**config.mk**
```make
export PLATFORM = sky130hd
export DESIGN_NAME = wdrf_watchdog
export DESIGN_NICKNAME = d
export VERILOG_FILES = /design/src/design/wdrf_pkg.sv /design/src/design/wdrf_timer.sv /design/src/design/wdrf_ahb_slave.sv /design/src/design/wdrf_watchdog.sv
export VERILOG_INCLUDE_DIRS = /design/src /design/src/design
export SDC_FILE = /design/constraint.sdc
export NUM_CORES = 1
export LEC_CHECK = 0
export ABC_AREA = 1
export BUFFER_PORTS_ARGS = -buffer_cell sky130_fd_sc_hd__buf_4
export CAP_MARGIN = 40
export CORE_UTILIZATION = 30
export CTS_CLUSTER_DIAMETER = 100
export DETAILED_ROUTE_END_ITERATION = 16
export PLACE_DENSITY = 0.56
export SYNTH_ARGS = -nofsm -noshare
export SYNTH_HDL_FRONTEND = slang
export SYNTH_SLANG_ARGS = --single-unit
```
**constraint.sdc**
```tcl
create_clock -name i_clk -period 2.6 [get_ports i_clk]
set_input_delay 0.39 -clock i_clk [delete_from_list [all_inputs] [get_ports i_clk]]
set_output_delay 0.39 -clock i_clk [all_outputs]
set_load 0.1 [all_outputs]
```
**src/design/wdrf_map.svh**
```systemverilog
// wdrf_map.svh: register indices, field positions, reset values, timing counts
// assumes: included by the watchdog design files and by the bench
`ifndef WDRF_MAP_SVH
`define WDRF_MAP_SVH

// ********************************
// register indices (byte address = index * 4)
// ********************************
`define WDRF_IDX_W 10
`define WDRF_IDX_RESET_CAUSE 10'h0ef
`define WDRF_IDX_WD_CMD 10'h0ff
`define WDRF_IDX_IRQ_STATUS 10'h100
`define WDRF_IDX_IRQ_MASK 10'h101

// ********************************
// command bytes and fields
// ********************************
`define WDRF_CMD_KICK 8'ha5
`define WDRF_CMD_DIS_FIRST 8'hde
`define WDRF_CMD_DIS_SECOND 8'had
`define WDRF_CMD_LOCK 8'hff
`define WDRF_CMD_SET_BIT 7
`define WDRF_STATUS_BIT 4
`define WDRF_POR_BIT 1
`define WDRF_SEL_RESET 3'h7
`define WDRF_IRQ_W 3
`define WDRF_IRQ_REFUSED 0
`define WDRF_IRQ_DISABLED 1
`define WDRF_IRQ_LOCKED 2

// ********************************
// timing
// ********************************
`define WDRF_CLK_PERIOD_NS 50
`define WDRF_DIS_WINDOW 3'h4
// timeout is 2**(base + 2*sel) clocks; base 6 is 4**3
`define WDRF_BASE_LOG2 6
`define WDRF_CNT_W 21

`endif

```
**src/design/wdrf_pkg.sv**
```systemverilog
// wdrf_pkg: bus carriers and state types of the watchdog block
// assumes: AHB-Lite single word transfers from one master
package wdrf_pkg;

    typedef struct packed {
        logic hsel;
        logic [31:0] haddr;
        logic [1:0] htrans;
        logic hwrite;
        logic [2:0] hsize;
        logic [31:0] hwdata;
        logic hready;
    } wdrf_ahb_req_t;

    typedef struct packed {
        logic [31:0] hrdata;
        logic hreadyout;
        logic hresp;
    } wdrf_ahb_rsp_t;

    typedef struct packed {
        logic wr;
        logic rd;
        logic [9:0] idx;
        logic [7:0] wdata;
    } wdrf_reg_acc_t;

    typedef enum logic [2:0] {
        WDRF_BUS_IDLE = 3'b001,
        WDRF_BUS_WAIT = 3'b010,
        WDRF_BUS_DONE = 3'b100
    } wdrf_bus_state_t;

endpackage

```
**src/design/wdrf_timer.sv**
```systemverilog
// wdrf_timer: watchdog count with a power-of-two limit selectable in steps of four
// assumes: clear and run come from the register logic of the same clock
`timescale 1ns/1ns
module wdrf_timer #(
    parameter int CNT_W = 21,
    parameter int BASE_LOG2 = 6
) (
    // clock and reset
    input wire logic i_clk,
    input wire logic i_reset_n,
    // control
    input wire logic i_run,
    input wire logic i_clear,
    input wire logic [2:0] i_sel,
    // event
    output logic o_expire
);

    logic [CNT_W-1:0] count;
    logic [CNT_W-1:0] last;

    if (CNT_W < BASE_LOG2 + 14 || BASE_LOG2 < 1) begin : g_bad
        $error("wdrf_timer: counter too narrow for the longest interval");
    end

    always_comb begin
        last = {CNT_W{1'b1}} >> (CNT_W - BASE_LOG2 - 2 * int'(i_sel));
    end

    // >= so that shortening the interval mid-count still expires at once
    always_ff @(posedge i_clk) begin
        if (!i_reset_n) begin
            count <= '0;
        end else if (i_clear) begin
            count <= '0;
        end else if (i_run) begin
            count <= (count >= last) ? '0 : count + 1'b1;
        end
    end

    always_ff @(posedge i_clk) begin
        if (!i_reset_n) begin
            o_expire <= 1'b0;
        end else begin
            o_expire <= i_run && !i_clear && (count >= last);
        end
    end
endmodule

```
**src/design/wdrf_ahb_slave.sv**
```systemverilog
// wdrf_ahb_slave: AHB-Lite slave front end, one wait state per transfer
// assumes: single word transfers; register data come back combinationally
`timescale 1ns/1ns
module wdrf_ahb_slave (
    // clock and reset
    input wire logic i_clk,
    input wire logic i_reset_n,
    // bus
    input wdrf_pkg::wdrf_ahb_req_t i_bus,
    output wdrf_pkg::wdrf_ahb_rsp_t o_bus,
    // register side
    output wdrf_pkg::wdrf_reg_acc_t o_acc,
    input wire logic [7:0] i_rdata
);
    import wdrf_pkg::*;

    wdrf_bus_state_t state;
    logic take;
    logic is_write;
    logic idx_ok;
    logic [9:0] idx;

    assign take = i_bus.hsel && i_bus.htrans[1] && i_bus.hready;

    always_ff @(posedge i_clk) begin
        if (!i_reset_n) begin
            state <= WDRF_BUS_IDLE;
        end else begin
            unique case (state)
                WDRF_BUS_IDLE: state <= take ? WDRF_BUS_WAIT : WDRF_BUS_IDLE;
                WDRF_BUS_WAIT: state <= WDRF_BUS_DONE;
                WDRF_BUS_DONE: state <= take ? WDRF_BUS_WAIT : WDRF_BUS_IDLE;
            endcase
        end
    end

    always_ff @(posedge i_clk) begin
        if (!i_reset_n) begin
            is_write <= 1'b0;
            idx_ok <= 1'b0;
            idx <= 10'h000;
        end else if (take) begin
            is_write <= i_bus.hwrite;
            idx_ok <= (i_bus.haddr[31:12] == 20'h00000) && (i_bus.haddr[1:0] == 2'h0);
            idx <= i_bus.haddr[11:2];
        end
    end

    // the wait state lets a write land before the next read samples
    always_comb begin
        o_acc.wr = (state == WDRF_BUS_WAIT) && is_write && idx_ok;
        o_acc.rd = (state == WDRF_BUS_WAIT) && !is_write && idx_ok;
        o_acc.idx = idx;
        o_acc.wdata = i_bus.hwdata[7:0];
    end

    always_ff @(posedge i_clk) begin
        if (!i_reset_n) begin
            o_bus <= '{hrdata: 32'h0, hreadyout: 1'b1, hresp: 1'b0};
        end else begin
            o_bus.hreadyout <= !take;
            o_bus.hresp <= 1'b0;
            if (state == WDRF_BUS_WAIT) begin
                o_bus.hrdata <= o_acc.rd ? {24'h0, i_rdata} : 32'h0;
            end
        end
    end

endmodule

```
**src/design/wdrf_watchdog.sv**
```systemverilog
// wdrf_watchdog: software-serviced watchdog with reset cause and interrupts
// assumes: i_reset_n is the system reset; i_power_on marks a power-on one;
// the system resets the block soon after o_wdt_reset rises
//
// Chosen here: register access over AHB-Lite.
`timescale 1ns/1ns
`include "wdrf_map.svh"
module wdrf_watchdog #(
    parameter int CNT_W = `WDRF_CNT_W,
    parameter int BASE_LOG2 = `WDRF_BASE_LOG2
) (
    // clock and reset
    input wire logic i_clk,
    input wire logic i_reset_n,
    // cause of the current reset
    input wire logic i_power_on,
    // register bus
    input wdrf_pkg::wdrf_ahb_req_t i_bus,
    output wdrf_pkg::wdrf_ahb_rsp_t o_bus,
    // system
    output logic o_wdt_reset,
    output logic o_irq
);
    import wdrf_pkg::*;

    // ********************************
    // decode helpers
    // ********************************
    function automatic logic hits(input wdrf_reg_acc_t a, input logic [9:0] i);
        hits = a.wr && (a.idx == i);
    endfunction

    function automatic logic cmd_is(input wdrf_reg_acc_t a, input logic [7:0] v);
        cmd_is = hits(a, `WDRF_IDX_WD_CMD) && (a.wdata == v);
    endfunction

    // ********************************
    // state
    // ********************************
    wdrf_reg_acc_t acc;
    logic [7:0] rdata;
    logic [2:0] sel;
    logic enabled;
    logic locked;
    logic [2:0] arm;
    logic por_flag;
    logic expire;
    logic kick;
    logic dis_ok;
    logic dis_bad;
    logic [`WDRF_IRQ_W-1:0] irq_ev;
    logic [`WDRF_IRQ_W-1:0] irq_status;
    logic [`WDRF_IRQ_W-1:0] irq_mask;

    wdrf_ahb_slave u_bus (
        .i_clk(i_clk),
        .i_reset_n(i_reset_n),
        .i_bus(i_bus),
        .o_bus(o_bus),
        .o_acc(acc),
        .i_rdata(rdata)
    );

    assign kick = cmd_is(acc, `WDRF_CMD_KICK);

    assign dis_ok = cmd_is(acc, `WDRF_CMD_DIS_SECOND) && (arm != 3'h0) && !locked;
    assign dis_bad = cmd_is(acc, `WDRF_CMD_DIS_SECOND) && !dis_ok;

    // ********************************
    // watchdog control
    // ********************************
    // longest interval default
    always_ff @(posedge i_clk) begin
        if (!i_reset_n) begin
            sel <= `WDRF_SEL_RESET;
        end else if (hits(acc, `WDRF_IDX_WD_CMD) && !acc.wdata[`WDRF_CMD_SET_BIT]) begin
            sel <= acc.wdata[2:0];
        end
    end

    always_ff @(posedge i_clk) begin
        if (!i_reset_n) begin
            enabled <= 1'b1;
        end else if (kick) begin
            enabled <= 1'b1;
        end else if (dis_ok) begin
            enabled <= 1'b0;
        end
    end

    always_ff @(posedge i_clk) begin
        if (!i_reset_n) begin
            locked <= 1'b0;
        end else if (cmd_is(acc, `WDRF_CMD_LOCK)) begin
            locked <= 1'b1;
        end
    end

    // disable window count
    // any other command byte breaks the pair
    always_ff @(posedge i_clk) begin
        if (!i_reset_n) begin
            arm <= 3'h0;
        end else if (hits(acc, `WDRF_IDX_WD_CMD)) begin
            arm <= (acc.wdata == `WDRF_CMD_DIS_FIRST) ? `WDRF_DIS_WINDOW : 3'h0;
        end else if (arm != 3'h0) begin
            arm <= arm - 3'h1;
        end
    end

    wdrf_timer #(
        .CNT_W(CNT_W),
        .BASE_LOG2(BASE_LOG2)
    ) u_timer (
        .i_clk(i_clk),
        .i_reset_n(i_reset_n),
        .i_run(enabled),
        .i_clear(kick),
        .i_sel(sel),
        .o_expire(expire)
    );

    // overflow holds reset request
    // held until the system reset arrives; no pin is driven here
    always_ff @(posedge i_clk) begin
        if (!i_reset_n) begin
            o_wdt_reset <= 1'b0;
        end else if (expire) begin
            o_wdt_reset <= 1'b1;
        end
    end

    // ********************************
    // reset cause
    // ********************************
    // power-on flag capture
    // sampled while reset is held, so it is settled at release
    always_ff @(posedge i_clk) begin
        if (!i_reset_n) begin
            por_flag <= i_power_on;
        end
    end

    // ********************************
    // interrupts
    // ********************************
    assign irq_ev[`WDRF_IRQ_REFUSED] = dis_bad;
    assign irq_ev[`WDRF_IRQ_DISABLED] = dis_ok;
    assign irq_ev[`WDRF_IRQ_LOCKED] = cmd_is(acc, `WDRF_CMD_LOCK);

    // set wins over a write-one clear in the same cycle
    for (genvar b = 0; b < `WDRF_IRQ_W; b++) begin : g_irq
        always_ff @(posedge i_clk) begin
            if (!i_reset_n) begin
                irq_status[b] <= 1'b0;
            end else if (irq_ev[b]) begin
                irq_status[b] <= 1'b1;
            end else if (hits(acc, `WDRF_IDX_IRQ_STATUS) && acc.wdata[b]) begin
                irq_status[b] <= 1'b0;
            end
        end
    end

    always_ff @(posedge i_clk) begin
        if (!i_reset_n) begin
            irq_mask <= '0;
        end else if (hits(acc, `WDRF_IDX_IRQ_MASK)) begin
            irq_mask <= acc.wdata[`WDRF_IRQ_W-1:0];
        end
    end

    always_ff @(posedge i_clk) begin
        if (!i_reset_n) begin
            o_irq <= 1'b0;
        end else begin
            o_irq <= |(irq_status & irq_mask);
        end
    end

    // ********************************
    // read data
    // ********************************
    // register readback: interval and status, reset cause, interrupt status and mask
    always_comb begin
        rdata = 8'h00;
        unique case (acc.idx)
            `WDRF_IDX_WD_CMD: begin
                rdata[2:0] = sel;
                rdata[`WDRF_STATUS_BIT] = enabled;
            end
            `WDRF_IDX_RESET_CAUSE: rdata[`WDRF_POR_BIT] = por_flag;
            `WDRF_IDX_IRQ_STATUS: rdata[`WDRF_IRQ_W-1:0] = irq_status;
            `WDRF_IDX_IRQ_MASK: rdata[`WDRF_IRQ_W-1:0] = irq_mask;
            default: rdata = 8'h00;
        endcase
    end

    // ********************************
    // checks
    // ********************************
    logic rd_cmd;
    logic rd_cause;
    assign rd_cmd = acc.rd && (acc.idx == `WDRF_IDX_WD_CMD);
    assign rd_cause = acc.rd && (acc.idx == `WDRF_IDX_RESET_CAUSE);
endmodule

```
# Yosys cells after proc, flatten, opt, wreduce, memory -nomap -nowiden
# Index checks and enable logic that the tools add are counted.
[totals]
ff_bits = 87
output_inout_bits = 36
wordCells = 92
[op_classes]
n_addsub = 3
magnitude_cmp = 1
eq_ne = 11
shifts = 1
n_mux = 17
bitwise = 2
n_reduce_logical = 38
[op_table]
columns = ["op", "count"]
rows = [
  ["== test 8 bit (second input constant)", 4],
  ["right shift 21 x 32 -> 21 bit (first input constant)", 1],
  ["logical AND 1 bit", 22],
  ["adder 21 x 1 -> 21 bit (second input constant)", 1],
  [">= comparator 21 bit", 1],
  ["2-to-1 mux 21 bit", 1],
  ["== test 10 x 8 -> 1 bit (second input constant)", 2],
  ["== test 10 x 9 -> 1 bit (second input constant)", 2],
  ["logical NOT 20 bit", 1],
  ["2-to-1 mux 3 bit", 3],
  ["nonzero test 2 bit", 4],
  ["2-to-1 mux 1 bit", 7],
  ["logical NOT 1 bit", 6],
  ["one-hot mux 1 bit (3 select lines)", 2],
  ["one-hot mux 3 bit (2 select lines)", 1],
  ["2-to-1 mux 5 bit", 1],
  ["subtractor 4 x 4 -> 5 bit (first input constant)", 1],
  ["one-hot mux 1 bit (4 select lines)", 1],
  ["OR reduction 2 bit", 2],
  ["AND 3 bit", 1],
  ["== test 3 x 1 -> 1 bit (second input constant)", 1],
  ["== test 3 x 2 -> 1 bit (second input constant)", 1],
  ["== test 3 bit (second input constant)", 1],
  ["nonzero test 3 bit", 1],
  ["5 further kinds", 5],
]

# Depth between registers and ports, before layout
[logic_depth]
ltp_word = 10
ltp_mapped = 15
mapped_depth_nobuf = 14

# By module
# A second synthesis with hierarchy kept.
[unflattened]
cells_unflattened = 549
area_unflattened_um2 = 3657.3
[by_module_without_submodules]
columns = ["mod", "n_inst", "cells_each", "area_per_inst_um2", "seq_area_each_um2"]
rows = [
  ["wdrf_timer", 1, 216, 1421.4, 440.4],
  ["wdrf_ahb_slave", 1, 157, 1164.9, 480.5],
  ["wdrf_watchdog", 1, 176, 1071.0, 350.3],
]

# Worst setup path after synthesis
# OpenSTA, ideal clock, no wires.
[synth_timing]
kind = "register -> register"
start = "register sel[1]"
end = "register u_timer.count[5]"
setup_ns = 0.117
t_arrival_ns = 1.859
required_ns = 2.483
setup_slack_ns = 0.624
stages_incl_launch_ff = 15
n_path_buf = 1
cell_sequence = "dfxtp_1 > nand3_1 > ha_1 > inv_1 > nor3_1 > nand3_1 > nor2_1 > nand2_1 > nor2_1 > nor2_1 > nand2_1 > nand2_1 > nand2_2 > buf_6 > nor2_1"
[synth_between]
elab_chain_len = 4
[synth_lines]
columns = ["element", "line_no", "source"]
rows = [
  ["start: declaration", "wdrf_watchdog.sv:42", "logic [2:0] sel;"],
  ["start signal: assignment", "wdrf_watchdog.sv:75", "sel <= `WDRF_SEL_RESET;"],
  ["start signal: assignment", "wdrf_watchdog.sv:77", "sel <= acc.wdata[2:0];"],
  ["subtractor 4 x 4 -> 5 bit", "wdrf_timer.sv:27", "last = {CNT_W{1'b1}} >> (CNT_W - BASE_LOG2 - 2 * int'(i_sel));"],
  ["right shift 21 x 32 -> 21 bit", "wdrf_timer.sv:27", ""],
  [">= comparator 21 bit", "wdrf_timer.sv:37", "count <= (count >= last) ? '0 : count + 1'b1;"],
  ["2-to-1 mux 21 bit", "wdrf_timer.sv:37", ""],
  ["end signal: assignment", "wdrf_timer.sv:37", ""],
  ["end: declaration", "wdrf_timer.sv:19", "logic [CNT_W-1:0] count;"],
]
# Every way passes these cells.
# A chain may end at the register's enable or synchronous reset.

# Worst setup path in the final report
[layout_timing]
start = "register sel[1]"
end = "register u_timer.count[10]"
# Same word-level chain as after synthesis.

==> results.md <==
- Outcome: finished, final reports clean
- Global route total overflow: 0
- Sequential area share after synthesis: 36.5%
- Pre-CTS setup slack: 0.240 ns
- Crit Path Category: flop to flop
- Setup TNS: 0 ns
- Max IR drop VDD: 268 uV
- Vias: 2,975
- DRT antenna net count: 0
- Die height: 106 um
- TritonCTS buffer count: 9
- PwrDens: 561 nW/um2
- Final Hold Fails: 0
- Drt first-iter violations: 128
- Clk root buf: clkbuf_8
- Synth top area cells: dfxtp_1 (36%), nand2_1 (9.1%), buf_4 (6.7%), nor2_1 (6.4%), inv_1 (4.8%)
- Layout area overhead: 19.1%
- Mean Syn Cell Area: 7.34 um2
- Routed WL: 7190 um
- Worst r2r dst: u_timer.count[10]$_SDFFE_PP0P_
- Initial antenna violation count: 0
- Hold Path Class: input port to flop
- Reg2Reg Depth: 14
- Reg2Reg Setup Slack: 0.31 ns
- Final min period: 2.29 ns
- #FFs+latches synth: 59
- Synth async-reset ratio: 0%
- Setup Skew: 0.0125 ns
- Unrepaired setup endpoints after global routing: no
- Crit start category: flop
- TritonCTS clock tree: done
- Hpwl dp: 5620 um
- Post-synthesis cell type count: 38
- WP data arrival: 2.52 ns
- Most frequent cells after synthesis: nand2_1 (79), dfxtp_1 (58), nor2_1 (56)
- Launch point of the worst reg-to-reg path: sel[1]$_SDFFE_PN1P_
- Initial core utilization: 31.4%
- Hold-fix buffers, CTS: 0
- Critical Path Source: sel[1]$_SDFFE_PN1P_
- ANT cells: 0
- Drt pass-1 iters: 4
- Fin crit share: 88.0%
- Most common cell in the netlist: nand2_1
- Clock transition at the registers of the reported paths: 0.08 ns
- Final-report setup violation count: 0
- Final WS setup: 0.313 ns
- LEAKAGE: 0.00168 uW
- First-pass GRT wire length: 12,200 um
- Vias in the first global route: 2,791
- Crit end category: flop
- Nets: 590
- Core Util, Final: 37.3%
- Layout cells sized above 1: 17.3%
- # resized after CTS: 0
- Hold WS: 0.230 ns
- GP Congestion: 0.866
- I/O Pins: 111
- Critical path endpoint: u_timer.count[10]$_SDFFE_PP0P_
- Cell count after placement: 629
- Post-synth EDFFs: 1
- Worst slew pin tran: 0.584 ns
- Post-synth top area share: 35.6%
- Max_cap viols: 0
- Ys flop type: dfxtp_1
- Fmax: 0.437 GHz
- Post-CTS setup buffers: 0
- Pin count of the biggest net entering global routing: 22
- Rows: 37
- Mapped Cells: 445
- Cell accounting for the most synthesized area: dfxtp_1
- H-tree depth: 3
- GRT Overall Usage: 13.6%
- Number of sinks on the clock net: 59
- IO buf count: 53
- Crit path max fanout: 21
- Cell Count, Final, Fillers Out: 644
- Yosys warns: 0
- Post-Synthesis Cell Area: 3270 um2
- Drt wl/cell: 11.2 um
- Die extent in x: 106 um
- Die Area: 11,300 um2
- Slew Limit Fails: 0
- DRC viols: 0
- Total core area: 10,400 um2
- Max_slew headroom: 60.9%
- DR vias/cell: 4.62
- Clock tree buffer depth: 2
- CP required: 2.83 ns
- Clock Latency Late Sink: 0.34 ns
==> worst max-delay path: stages, from the launching register on <==
cell and delay [ns]:
dfxtp_1 0.45, nand3_1 0.15, ha_1 0.32, nand2_1 0.06, nor3_1 0.26, nand3_1 0.11, nor2_1 0.12, nand2_1 0.05
nor2_1 0.10, nor2_1 0.05, nand2_1 0.09, nand2_1 0.09, nand2_2 0.11, buf_12 0.16, nor2_1 0.05
==> layout make-up <==
cell class / count / area, um2
flip-flops and latches: 59 / 1190
well taps: 136 / 170
clock inverters: 4 / 25.0
fillers: 1099 / 6530
inverters: 44 / 165
multi-input cells: 333 / 1740
repair buffers: 57 / 440
clock buffers: 11 / 151
==> cells by family after synthesis <==
logic type,synth area share [%]
DFF,36.5
adders and majority gates,4.21
other,0.115
AOI/OAI and AO/OA,10.8
buffers and inverters,13.3
xor gates and xnor gates,5.10
muxes,0.307
and+or+nand+nor,29.7
==> sequential cells by signal, indices dropped and copies added, names as in the netlist <==
| name | cells |
|---|---|
| u_bus.o_bus | 5 |
| o_wdt_reset | 1 |
| u_timer.count | 21 |
| locked | 1 |
| por_flag | 1 |
| sel | 3 |
| irq_status | 3 |
| o_irq | 1 |
| irq_mask | 3 |
| u_bus.state | 3 |
| u_bus.idx_ok | 1 |
| u_bus.idx | 10 |
| arm | 3 |
| enabled | 1 |
| u_bus.is_write | 1 |
| u_timer.o_expire | 1 |
==> worst min path at each step <==
stage | from | end | slack (ns) | cells after the start
floorplan | u_timer.o_expire$_SDFF_PN0_ | o_wdt_reset$_SDFFE_PN0P_ | 0.41 | 2
finish | i_power_on | por_flag$_DFFE_PN_ | 0.23 | 1
detailed placement | u_timer.o_expire$_SDFF_PN0_ | o_wdt_reset$_SDFFE_PN0P_ | 0.43 | 2
global route | i_power_on | por_flag$_DFFE_PN_ | 0.22 | 1
CTS | i_power_on | por_flag$_DFFE_PN_ | 0.22 | 1
global placement | u_timer.o_expire$_SDFF_PN0_ | o_wdt_reset$_SDFFE_PN0P_ | 0.43 | 2
==> layer usage <==
metal	wire, um	global-route usage [%]	part of all wire, %
met1	3220	15.6	45
met2	3480	24.0	48
met3	311	3.19	4.3
met4	177	5.56	2.5
met5	0	0	0
==> through the flow <==
step / power, uW / area (um2)
detailed placement: 1440 / 3710
floorplan: 1380 / 3370
global route: 2300 / 3890
global placement: 1430 / 3710
finish: 2180 / 3890
CTS: 2210 / 3890
==> where the power goes <==
part / leakage, uW / internal [uW] / total (uW) / switching, uW
Combinational: 0.00111 / 121 / 443 / 322
Clock: 0.0000955 / 391 / 762 / 371
Sequential: 0.000480 / 949 / 975 / 26.0
==> placed cells by master (no fill, tap or decap), types with 15 or more instances in the layout <==
master / netlist / layout
nand2_1: 79 / 79
dfxtp_1: 58 / 57
nor2_1: 56 / 56
buf_4: 29 / 56
inv_1: 42 / 42
conb_1: 1 / 29
a21oi_1: 27 / 27
o21ai_0: 25 / 25
nand3_1: 21 / 21
nor3_1: 15 / 15
No activity file was read; power rests on OpenSTA's default activity.
